$ cat src/hw/vipc_pkg.sv
// constants and state types shared by the vectored interrupt controller
package vipc_pkg;

    // ----------------------------------------------------------------
    // source map
    // ----------------------------------------------------------------
    localparam int VIPC_NSRC = 24;
    localparam int VIPC_NGRP = 6;
    localparam int VIPC_NEXT = 5;
    localparam logic [23:0] VIPC_EXT_MASK = 24'h000863;
    localparam logic [23:0] VIPC_NO_SRC_MASK = 24'h800080;
    localparam logic [15:0] VIPC_VEC_BASE = 16'h0003;
    localparam logic [15:0] VIPC_NMI_VEC = 16'h0000;

    // ----------------------------------------------------------------
    // register indices and byte addresses (index times four)
    // ----------------------------------------------------------------
    localparam logic [7:0] VIPC_IDX_EN0 = 8'ha8;
    localparam logic [7:0] VIPC_IDX_EN1 = 8'ha9;
    localparam logic [7:0] VIPC_IDX_EN2 = 8'haa;
    localparam logic [7:0] VIPC_IDX_EN3 = 8'hab;
    localparam logic [7:0] VIPC_IDX_LVL_LO = 8'hb8;
    localparam logic [7:0] VIPC_IDX_LVL_HI = 8'hf8;
    localparam logic [7:0] VIPC_IDX_PEND0 = 8'hc0;
    localparam logic [7:0] VIPC_IDX_SEL0_LO = 8'ha4;
    localparam logic [7:0] VIPC_IDX_SEL0_HI = 8'ha5;
    localparam logic [7:0] VIPC_IDX_PEND1 = 8'ha6;
    localparam logic [7:0] VIPC_IDX_SEL1 = 8'ha7;
    localparam logic [11:0] VIPC_ADDR_EN0 = {2'b00, VIPC_IDX_EN0, 2'b00};
    localparam logic [11:0] VIPC_ADDR_EN1 = {2'b00, VIPC_IDX_EN1, 2'b00};
    localparam logic [11:0] VIPC_ADDR_EN2 = {2'b00, VIPC_IDX_EN2, 2'b00};
    localparam logic [11:0] VIPC_ADDR_EN3 = {2'b00, VIPC_IDX_EN3, 2'b00};
    localparam logic [11:0] VIPC_ADDR_LVL_LO = {2'b00, VIPC_IDX_LVL_LO, 2'b00};
    localparam logic [11:0] VIPC_ADDR_LVL_HI = {2'b00, VIPC_IDX_LVL_HI, 2'b00};
    localparam logic [11:0] VIPC_ADDR_PEND0 = {2'b00, VIPC_IDX_PEND0, 2'b00};
    localparam logic [11:0] VIPC_ADDR_SEL0_LO = {2'b00, VIPC_IDX_SEL0_LO, 2'b00};
    localparam logic [11:0] VIPC_ADDR_SEL0_HI = {2'b00, VIPC_IDX_SEL0_HI, 2'b00};
    localparam logic [11:0] VIPC_ADDR_PEND1 = {2'b00, VIPC_IDX_PEND1, 2'b00};
    localparam logic [11:0] VIPC_ADDR_SEL1 = {2'b00, VIPC_IDX_SEL1, 2'b00};
    localparam logic [11:0] VIPC_ADDR_TRIG = 12'h400;
    localparam logic [11:0] VIPC_ADDR_STAT = 12'h404;
    localparam logic [11:0] VIPC_ADDR_FLAGS = 12'h408;

    // ----------------------------------------------------------------
    // writable bit masks, reset value, bus answers
    // ----------------------------------------------------------------
    localparam logic [7:0] VIPC_MASK_EN0 = 8'hbf;
    localparam logic [7:0] VIPC_MASK_EN = 8'h3f;
    localparam logic [7:0] VIPC_MASK_SEL0 = 8'h0f;
    localparam logic [7:0] VIPC_MASK_SEL1 = 8'h03;
    localparam int VIPC_GATE_BIT = 7;
    localparam logic [7:0] VIPC_REG_RST = 8'h00;
    localparam logic [1:0] VIPC_RESP_OKAY = 2'b00;
    localparam logic [1:0] VIPC_RESP_SLVERR = 2'b10;

    typedef enum logic {VIPC_WR_IDLE, VIPC_WR_RESP} vipc_wr_st_t;
    typedef enum logic {VIPC_RD_IDLE, VIPC_RD_DATA} vipc_rd_st_t;

    typedef struct packed {
        logic [7:0] en0;
        logic [7:0] en1;
        logic [7:0] en2;
        logic [7:0] en3;
        logic [7:0] lvl_lo;
        logic [7:0] lvl_hi;
        logic [7:0] sel0_lo;
        logic [7:0] sel0_hi;
        logic [7:0] sel1;
        logic [23:0] trig;
        logic [23:0] flag;
        logic [23:0] prev_req;
        logic [4:0] ext_prev;
        logic [3:0] in_service;
        logic hold;
        logic offer;
        logic [4:0] offer_src;
        logic [1:0] offer_lvl;
        logic [15:0] vector;
        vipc_wr_st_t wr;
        logic [1:0] bresp;
        vipc_rd_st_t rd;
        logic [1:0] rresp;
        logic [31:0] rdata;
    } vipc_state_t;

    localparam vipc_state_t VIPC_STATE_RST = '0;

    // slot of an external source in the pin vector, or -1
    function automatic int vipc_ext_slot(input int src);
        case (src)
            0: return 0;
            1: return 1;
            5: return 2;
            6: return 3;
            11: return 4;
            default: return -1;
        endcase
    endfunction : vipc_ext_slot

endpackage : vipc_pkg

$ cat src/hw/vipc_ctrl.sv
// vectored interrupt controller with group priority and an AXI4-Lite register port
// Behaviour
// - each maskable source has an enable bit, six per enable register.
// - bit 7 of enable register 0 is the global gate for all maskable sources.
// - a source is served only when gate and its own enable bit are set.
// - gate cleared when vectoring, set again on return from interrupt.
// - hardware reset is the non-maskable source, always on, highest rank.
// - six groups; group g holds sources g, g+6, g+12, g+18.
// - group level is two bits, one from each level register.
// - higher level wins among simultaneous requests.
// - at equal level, the lower source number wins.
// - non-external sources level-triggered by default; per-source edge mode selectable.
// - service starts 3 to 9 machine cycles after the request.
// - vector is 0003h plus eight per source number.
// - any enabled pending source raises the stop/idle release.
// - acceptance held off during writes to enable, level or power registers.
// - a request sets its flag, held until the core accepts.
// - flag of the served source clears on acceptance.
// - external sources 0,1,5,6,11 detect pin edges per edge select.
// - two pending registers show external flags to software.
// - edge select picks rising, falling or both; reset selects none.
// - running routine pre-empted only by a strictly higher level.
// - writing 0 to an external pending bit clears it.
`timescale 1ns/1ps

module vipc_ctrl
(
    input wire logic aclk,
    input wire logic aresetn,
    input wire logic aclken,
    input wire logic [11:0] s_axi_awaddr,
    input wire logic [2:0] s_axi_awprot,
    input wire logic s_axi_awvalid,
    output logic s_axi_awready,
    input wire logic [31:0] s_axi_wdata,
    input wire logic [3:0] s_axi_wstrb,
    input wire logic s_axi_wvalid,
    output logic s_axi_wready,
    output logic [1:0] s_axi_bresp,
    output logic s_axi_bvalid,
    input wire logic s_axi_bready,
    input wire logic [11:0] s_axi_araddr,
    input wire logic [2:0] s_axi_arprot,
    input wire logic s_axi_arvalid,
    output logic s_axi_arready,
    output logic [31:0] s_axi_rdata,
    output logic [1:0] s_axi_rresp,
    output logic s_axi_rvalid,
    input wire logic s_axi_rready,
    input wire logic [23:0] src_req,
    input wire logic [4:0] ext_pin,
    input wire logic power_ctrl_wr,
    input wire logic irq_ack,
    input wire logic return_from_isr,
    output logic irq_req,
    output logic [15:0] irq_vector,
    output logic stop_idle_release
);
    import vipc_pkg::*;

    vipc_state_t st_reg;
    vipc_state_t st_next;

    logic [23:0] enable_vec;
    logic [23:0] set_ev;
    logic [4:0] ext_ev;
    logic [1:0] lvl_of [VIPC_NSRC];
    logic [9:0] edge_sel;
    logic wr_fire;
    logic rd_fire;
    logic global_irq_gate;

    // ----------------------------------------------------------------
    // bus handshakes
    // ----------------------------------------------------------------
    // write address and data are taken together; no skid buffer needed
    assign wr_fire = aclken && s_axi_awvalid && s_axi_wvalid && (st_reg.wr == VIPC_WR_IDLE);
    assign rd_fire = aclken && s_axi_arvalid && (st_reg.rd == VIPC_RD_IDLE);
    assign s_axi_awready = wr_fire;
    assign s_axi_wready = wr_fire;
    assign s_axi_arready = rd_fire;
    assign s_axi_bvalid = (st_reg.wr == VIPC_WR_RESP);
    assign s_axi_bresp = st_reg.bresp;
    assign s_axi_rvalid = (st_reg.rd == VIPC_RD_DATA);
    assign s_axi_rresp = st_reg.rresp;
    assign s_axi_rdata = st_reg.rdata;

    // ----------------------------------------------------------------
    // per-source request detection
    // ----------------------------------------------------------------
    assign global_irq_gate = st_reg.en0[VIPC_GATE_BIT];
    assign enable_vec = {st_reg.en3[5:0], st_reg.en2[5:0],
                         st_reg.en1[5:0], st_reg.en0[5:0]};
    assign edge_sel = {st_reg.sel1[1:0], st_reg.sel0_hi[3:0], st_reg.sel0_lo[3:0]};

    genvar gk;
    generate
        for (gk = 0; gk < VIPC_NEXT; gk++) begin : g_ext
            logic rise;
            logic fall;
            assign rise = ext_pin[gk] && !st_reg.ext_prev[gk];
            assign fall = !ext_pin[gk] && st_reg.ext_prev[gk];
            // select code 00 means no edge at all, the reset value
            assign ext_ev[gk] = (edge_sel[2*gk] && rise) || (edge_sel[2*gk+1] && fall);
        end
    endgenerate

    genvar gi;
    generate
        for (gi = 0; gi < VIPC_NSRC; gi++) begin : g_src
            assign lvl_of[gi] = {st_reg.lvl_hi[gi % VIPC_NGRP],
                                 st_reg.lvl_lo[gi % VIPC_NGRP]};
            if (VIPC_NO_SRC_MASK[gi]) begin : g_none
                assign set_ev[gi] = 1'b0;
            end
            else if (VIPC_EXT_MASK[gi]) begin : g_pin
                assign set_ev[gi] = ext_ev[vipc_ext_slot(gi)];
            end
            else begin : g_per
                assign set_ev[gi] = st_reg.trig[gi] ?
                                    (src_req[gi] && !st_reg.prev_req[gi]) :
                                    src_req[gi];
            end
        end
    endgenerate

    assign stop_idle_release = |(st_reg.flag & enable_vec);
    assign irq_req = st_reg.offer;
    assign irq_vector = st_reg.vector;

    // ----------------------------------------------------------------
    // next-state logic
    // ----------------------------------------------------------------
    always_comb
    begin
        logic [7:0] wbyte;
        logic [23:0] sw_clr;
        logic [23:0] hw_clr;
        logic hold_now;
        logic found;
        logic [4:0] best_src;
        logic [1:0] best_lvl;
        logic cur_valid;
        logic [1:0] cur_lvl;
        logic [23:0] elig;
        wbyte = s_axi_wdata[7:0];
        sw_clr = '0;
        hw_clr = '0;
        hold_now = power_ctrl_wr;
        found = 1'b0;
        best_src = '0;
        best_lvl = '0;
        cur_valid = 1'b0;
        cur_lvl = '0;
        elig = '0;
        st_next = st_reg;

        // bus write side
        if (st_reg.wr == VIPC_WR_RESP && s_axi_bready)
        begin
            st_next.wr = VIPC_WR_IDLE;
        end
        if (wr_fire)
        begin
            st_next.wr = VIPC_WR_RESP;
            st_next.bresp = VIPC_RESP_OKAY;
            case (s_axi_awaddr)
                VIPC_ADDR_EN0:
                begin
                    hold_now = 1'b1;
                    if (s_axi_wstrb[0])
                        st_next.en0 = wbyte & VIPC_MASK_EN0;
                end
                VIPC_ADDR_EN1:
                begin
                    hold_now = 1'b1;
                    if (s_axi_wstrb[0])
                        st_next.en1 = wbyte & VIPC_MASK_EN;
                end
                VIPC_ADDR_EN2:
                begin
                    hold_now = 1'b1;
                    if (s_axi_wstrb[0])
                        st_next.en2 = wbyte & VIPC_MASK_EN;
                end
                VIPC_ADDR_EN3:
                begin
                    hold_now = 1'b1;
                    if (s_axi_wstrb[0])
                        st_next.en3 = wbyte & VIPC_MASK_EN;
                end
                VIPC_ADDR_LVL_LO:
                begin
                    hold_now = 1'b1;
                    if (s_axi_wstrb[0])
                        st_next.lvl_lo = wbyte & VIPC_MASK_EN;
                end
                VIPC_ADDR_LVL_HI:
                begin
                    hold_now = 1'b1;
                    if (s_axi_wstrb[0])
                        st_next.lvl_hi = wbyte & VIPC_MASK_EN;
                end
                VIPC_ADDR_SEL0_LO:
                begin
                    if (s_axi_wstrb[0])
                    begin
                        st_next.sel0_lo = wbyte & VIPC_MASK_SEL0;
                    end
                end
                VIPC_ADDR_SEL0_HI:
                begin
                    if (s_axi_wstrb[0])
                    begin
                        st_next.sel0_hi = wbyte & VIPC_MASK_SEL0;
                    end
                end
                VIPC_ADDR_SEL1:
                begin
                    if (s_axi_wstrb[0])
                    begin
                        st_next.sel1 = wbyte & VIPC_MASK_SEL1;
                    end
                end
                VIPC_ADDR_PEND0:
                begin
                    // writing one has no effect; zero clears
                    if (s_axi_wstrb[0])
                    begin
                        sw_clr[0] = !wbyte[0];
                        sw_clr[1] = !wbyte[1];
                        sw_clr[5] = !wbyte[2];
                        sw_clr[6] = !wbyte[3];
                    end
                end
                VIPC_ADDR_PEND1:
                begin
                    if (s_axi_wstrb[0])
                        sw_clr[11] = !wbyte[0];
                end
                VIPC_ADDR_TRIG:
                begin
                    if (s_axi_wstrb[0])
                        st_next.trig[7:0] = s_axi_wdata[7:0];
                    if (s_axi_wstrb[1])
                        st_next.trig[15:8] = s_axi_wdata[15:8];
                    if (s_axi_wstrb[2])
                        st_next.trig[23:16] = s_axi_wdata[23:16];
                end
                VIPC_ADDR_STAT, VIPC_ADDR_FLAGS: st_next.bresp = VIPC_RESP_OKAY;
                default:
                begin
                    st_next.bresp = VIPC_RESP_SLVERR;
                end
            endcase
        end

        // bus read side
        if (st_reg.rd == VIPC_RD_DATA && s_axi_rready)
        begin
            st_next.rd = VIPC_RD_IDLE;
        end
        if (rd_fire)
        begin
            st_next.rd = VIPC_RD_DATA;
            st_next.rresp = VIPC_RESP_OKAY;
            st_next.rdata = '0;
            case (s_axi_araddr)
                VIPC_ADDR_EN0: st_next.rdata[7:0] = st_reg.en0;
                VIPC_ADDR_EN1: st_next.rdata[7:0] = st_reg.en1;
                VIPC_ADDR_EN2: st_next.rdata[7:0] = st_reg.en2;
                VIPC_ADDR_EN3: st_next.rdata[7:0] = st_reg.en3;
                VIPC_ADDR_LVL_LO: st_next.rdata[7:0] = st_reg.lvl_lo;
                VIPC_ADDR_LVL_HI: st_next.rdata[7:0] = st_reg.lvl_hi;
                VIPC_ADDR_SEL0_LO: st_next.rdata[7:0] = st_reg.sel0_lo;
                VIPC_ADDR_SEL0_HI: st_next.rdata[7:0] = st_reg.sel0_hi;
                VIPC_ADDR_SEL1: st_next.rdata[7:0] = st_reg.sel1;
                VIPC_ADDR_PEND0: st_next.rdata[3:0] = {st_reg.flag[6], st_reg.flag[5],
                                                       st_reg.flag[1], st_reg.flag[0]};
                VIPC_ADDR_PEND1: st_next.rdata[0] = st_reg.flag[11];
                VIPC_ADDR_TRIG: st_next.rdata[23:0] = st_reg.trig;
                VIPC_ADDR_FLAGS: st_next.rdata[23:0] = st_reg.flag;
                VIPC_ADDR_STAT: st_next.rdata[12:0] = {global_irq_gate, st_reg.offer_lvl,
                                                       st_reg.offer_src, st_reg.offer,
                                                       st_reg.in_service};
                default: st_next.rresp = VIPC_RESP_SLVERR;
            endcase
        end

        // core accepts the offered vector
        if (st_reg.offer && irq_ack)
        begin
            hw_clr[st_reg.offer_src] = 1'b1;
            st_next.en0[VIPC_GATE_BIT] = 1'b0;
            st_next.in_service[st_reg.offer_lvl] = 1'b1;
            st_next.offer = 1'b0;
        end
        else if (st_reg.offer && (!global_irq_gate || !st_reg.flag[st_reg.offer_src]))
        begin
            // withdrawn if software closed the gate or cleared the flag first
            st_next.offer = 1'b0;
        end

        // return: reopen the gate and retire the highest active level
        if (return_from_isr)
        begin
            st_next.en0[VIPC_GATE_BIT] = 1'b1;
            for (int l = 0; l < 4; l++)
            begin
                if (st_reg.in_service[l])
                begin
                    cur_lvl = 2'(l);
                end
            end
            st_next.in_service[cur_lvl] = 1'b0;
        end

        // flags: an arriving request beats a clear in the same cycle
        st_next.flag = ((st_reg.flag & ~(sw_clr | hw_clr)) | set_ev) & ~VIPC_NO_SRC_MASK;
        st_next.prev_req = src_req;
        st_next.ext_prev = ext_pin;
        st_next.hold = hold_now;

        // arbitration: descending scan with >= lets the lower number win ties
        elig = st_reg.flag & enable_vec;
        for (int i = VIPC_NSRC - 1; i >= 0; i--)
        begin
            if (elig[i] && (!found || lvl_of[i] >= best_lvl))
            begin
                found = 1'b1;
                best_src = 5'(i);
                best_lvl = lvl_of[i];
            end
        end
        cur_lvl = '0;
        for (int l = 0; l < 4; l++)
        begin
            if (st_reg.in_service[l])
            begin
                cur_valid = 1'b1;
                cur_lvl = 2'(l);
            end
        end
        if (!st_reg.offer && found && global_irq_gate && !hold_now && !st_reg.hold
            && (!cur_valid || best_lvl > cur_lvl))
        begin
            st_next.offer = 1'b1;
            st_next.offer_src = best_src;
            st_next.offer_lvl = best_lvl;
            st_next.vector = VIPC_VEC_BASE + {8'h00, best_src, 3'b000};
        end
    end

    // ----------------------------------------------------------------
    // state register
    // ----------------------------------------------------------------
    // reset is the non-maskable source and overrides everything
    always_ff @(posedge aclk)
    begin
        if (!aresetn)
        begin
            st_reg <= VIPC_STATE_RST;
        end
        else if (aclken)
        begin
            st_reg <= st_next;
        end
    end

endmodule : vipc_ctrl

$ cat config.mk
export PLATFORM = sky130hd
export DESIGN_NAME = vipc_ctrl
export DESIGN_NICKNAME = d
export VERILOG_FILES = /design/src/hw/vipc_pkg.sv /design/src/hw/vipc_ctrl.sv
export SDC_FILE = /design/constraint.sdc
export NUM_CORES = 1
export LEC_CHECK = 0
export ABC_AREA = 1
export BUFFER_PORTS_ARGS = -buffer_cell sky130_fd_sc_hd__buf_2
export CAP_MARGIN = 20
export CORE_MARGIN = 2
export CORE_UTILIZATION = 52
export CTS_CLUSTER_DIAMETER = 150
export DETAILED_ROUTE_END_ITERATION = 16
export HOLD_SLACK_MARGIN = 0.08
export PLACE_DENSITY = 0.78
export SLEW_MARGIN = 25
export SYNTH_ARGS = -nofsm -noshare
export SYNTH_HDL_FRONTEND = slang
export SYNTH_SLANG_ARGS = --single-unit
$ cat constraint.sdc
create_clock -name aclk -period 20 [get_ports aclk]
set_input_delay 4 -clock aclk [delete_from_list [all_inputs] [get_ports aclk]]
set_output_delay 4 -clock aclk [all_outputs]
set_load 0.03 [all_outputs]
==> metrics.md <==
| Metric | Value |
|---|---|
| Most frequent CP cell | nand2_2 |
| Busiest grt layer | met2 |
| Floorplan core area | 18020 sq um |
| Setup violators final | 0 |
| Num Clock Sinks | 157 |
| Share of cells above drive strength 1 | 27.30% |
| Share of flip-flops with an asynchronous set or reset | 0% |
| Clock buffer depth | 2 |
| Period utilisation layout | 95.80% |
| Synth Area per Inst | 6.760 sq um |
| Synth warn | 0 |
| GR Util met1 | 41.45% |
| Total negative slack | 0 ns |
| Met2 Use GR | 47.68% |
| Number of H-tree levels | 4 |
| Initial antenna violation count | 0 |
| Setup crit start | st_reg[118]$_SDFFE_PN0P_ |
| Final wirelength | 32.52 mm |
| Min Clock Period, post-route | 19.16 ns |
| Data arrival, critical path | 19.53 ns |
| First-pass GRT wire length | roughly 48 mm |
| Most common library cells after synthesis | 215 x nand2_1, 213 x inv_1, 157 x dfxtp_1 |
| Placer Congestion | 0.9925 |
| Final Slew Violations | 0 |
| Routed vias | 10620 |
| DRC viols | 0 |
| Critical-path maximum fanout | 5 |
| HPWL Detailed | 23.18 mm |
| Fin nets | 1724 |
| Overall power | around 0.00071 W |
| Crit start category | flip-flop |
| Required @ worst endpoint | 20.37 ns |
| Leak pwr | 5.361 nW |
| Number of flip-flops in the largest register | 80 |
| Drt wl/cell | 17.77 um |
| Area leader, netlist | dfxtp_1 |
| Die Span X | 139.8 um |
| TritonCTS clock tree | yes |
| Outcome | complete, no violations |
| Worst Max-Slew Pin Slew | around 0.94 ns |
| I/O pin total | roughly 170 |
| Main synth FF type | dfxtp_1 |
| Syn-to-layout area delta | 24.14% |
| #FFs+latches synth | 157 |
| First-pass DRT Iterations | 8 |
| Power density cells | 59.81 nW/um^2 |
| Min-Delay Startpoint | st_reg[125]$_SDFFE_PN0P_ |
| Starting Density | 53.18% |
| Die area | 19540 sq um |
| CTS Buf Count | 17 |
| Slew HR | roughly 37% |
| Synth top area share | 32.79% |
| Met3 GRT Util | under 10% |
| CP top delay family | simple AND/OR/NAND/NOR gates |
| HP Class | flip-flop to flip-flop |
| Grt ovf | 0 |
| Register area share after synthesis | 32.79% |
| CP bufs+invs | 17 |
| Register-to-register setup slack | approximately 0.84 ns |
| Reg2Reg Launch Point | st_reg[118]$_SDFFE_PN0P_ |
| Maximum VDD drop | 0.06435 mV |
| Max-cap violations | 0 |
| Synth unique cells | 43 |
| Peak Freq | 52.19 MHz |
| Synth top area cells | dfxtp_1 33%, nand2_1 8.4%, inv_1 8.3% |
| ANT nets after route | 0 |
| Pin count of the biggest net entering global routing | 86 |
| FF-to-FF path depth | around 170 |
| Number of port buffers | 123 |
| CP Capture Type | flip-flop |
| Gate Count Post-Synth | 1418 |
| CTS root buffer | clkbuf_16 |
| Critical path type | flip-flop to flip-flop |
| Largest stage delay, worst path | 0.40 ns |
| Levels on crit path | 167 |
| Clk_skew | 0.01491 ns |
| Most common cell in the synthesized netlist | nand2_1 |
| Die Height | around 140 um |
| Worst skew pair latency | 0.44 ns |
| Post-synth EDFFs | 0 |
| Critical path's slowest cell | dfxtp_4 |
| Vias in the first global route | 9470 |
| Via density | between 5 and 6 |
| Clock-pin slew on the worst setup and hold paths | 0.07 ns |
| Post-Syn Area | 9585 sq um |
| Final hold violations | 0 |
| N_diodes | 0 |
| Starting DRT DRC Count | 1252 |
| Final WS setup | approximately 0.84 ns |
| Worst Hold Path Cells | 2 |
| Setup WS pre-CTS | -0.4335 ns |
| Tot GR Track Use | 30.91% |
| Row cnt | 49 |
==> power by group <==
part | internal, W | switching (W)
logic | 0.0000170 | 0.0000393
clock network | 0.000191 | 0.000137
registers | 0.000320 | 0.00000694
total | 0.000529 | 0.000183
==> path summary, 6_finish.rpt <==
check                              to
min          st_reg[125]$_SDFFE_PN0P_
min reg2reg  st_reg[125]$_SDFFE_PN0P_
max           st_reg[60]$_SDFFE_PN0P_
max reg2reg   st_reg[60]$_SDFFE_PN0P_
==> logic make-up (layout without fill, tap and decap cells) <==
group                    after synthesis  in the layout  share of synthesized area, %
flip-flops                           157            157                         32.79
other                                  1             19                       0.03912
AND/OR/NAND/NOR                      551            551                         26.75
adder cells (fa/ha/maj)               29             29                         3.785
buffers and inverters                315            480                         14.42
AO/OA/AOI/OAI                        365            365                         22.22
==> stage by stage <==
| stage | hold slack [ns] | utilization [%] | area, sq um | std cells |
|---|---|---|---|---|
| finish | 0.4600 | 66.01 | 11900 | 1830 |
| global route | 0.4832 | 66.01 | 11900 | 1830 |
| CTS | 0.4574 | 61.78 | 11140 | 1794 |
| detailed placement | 0.4475 | 58.45 | 10540 | 1763 |
| global placement | 0.4431 | 58.40 | 10530 | 1763 |
| floorplan | 0.4298 | - | 9653 | 1436 |
==> layout by cell type (no fill, tap or decap), types with 4 or more instances in the layout <==
| cell type | n |
|---|---|
| inv_2 | 14 |
| nor2_2 | 11 |
| o21ai_0 | 78 |
| nand2_4 | 19 |
| nor3_1 | 22 |
| dfxtp_1 | 154 |
| clkinv_1 | 4 |
| nor2_1 | 122 |
| o21ai_2 | 19 |
| clkbuf_16 | 17 |
| nor4_1 | 11 |
| nand2_2 | 59 |
| nand3b_1 | 5 |
| o22ai_1 | 30 |
| conb_1 | 19 |
| nand3_4 | 4 |
| ha_1 | 23 |
| ha_4 | 6 |
| buf_2 | 123 |
| buf_6 | 5 |
| o21ai_1 | 12 |
| a211oi_1 | 37 |
| nand3_2 | 25 |
| inv_1 | 202 |
| a21oi_1 | 121 |
| o211ai_1 | 20 |
| a221oi_1 | 7 |
| nand3_1 | 64 |
| a21oi_2 | 8 |
| o221ai_1 | 10 |
| nand2_1 | 187 |
| nand4_1 | 9 |
| buf_4 | 101 |
==> routing by layer <==
layer / part of all wire [%] / up-vias
li1: - / 5030
met1: 40 / 4876
met2: 45 / 609
met3: 11 / 101
met4: 3.8 / 0
met5: 0 / -
==> layout make-up <==
| type | instances | area (sq um) |
|---|---|---|
| sequential | 157 | 3152 |
| clock buffer | 20 | 456.7 |
| inverter | 220 | 825.8 |
| multi-input combinational | 964 | 5613 |
| tap | 229 | 286.5 |
| timing repair buffer | 229 | 1430 |
| fill | 1524 | 6126 |
| clock inverter | 11 | 135.1 |
==> repair_timing <==
item	CTS	global route
pin swaps	0	114
hold buffers	0	0
buffers inserted	0	36
resized for setup	15	146
cloned	0	0
endpoints found under the setup margin	9	9
==> worst register-to-register path, delay by kind of cell (launching register included) <==
kind | cells | cell delay, ns
simple gates | 96 | 8.64
fa+ha+maj | 22 | 6.21
compound gates | 32 | 2.70
buf+inv | 17 | 1.13
flops | 1 | 0.40
(Power assumes the default switching activity.)
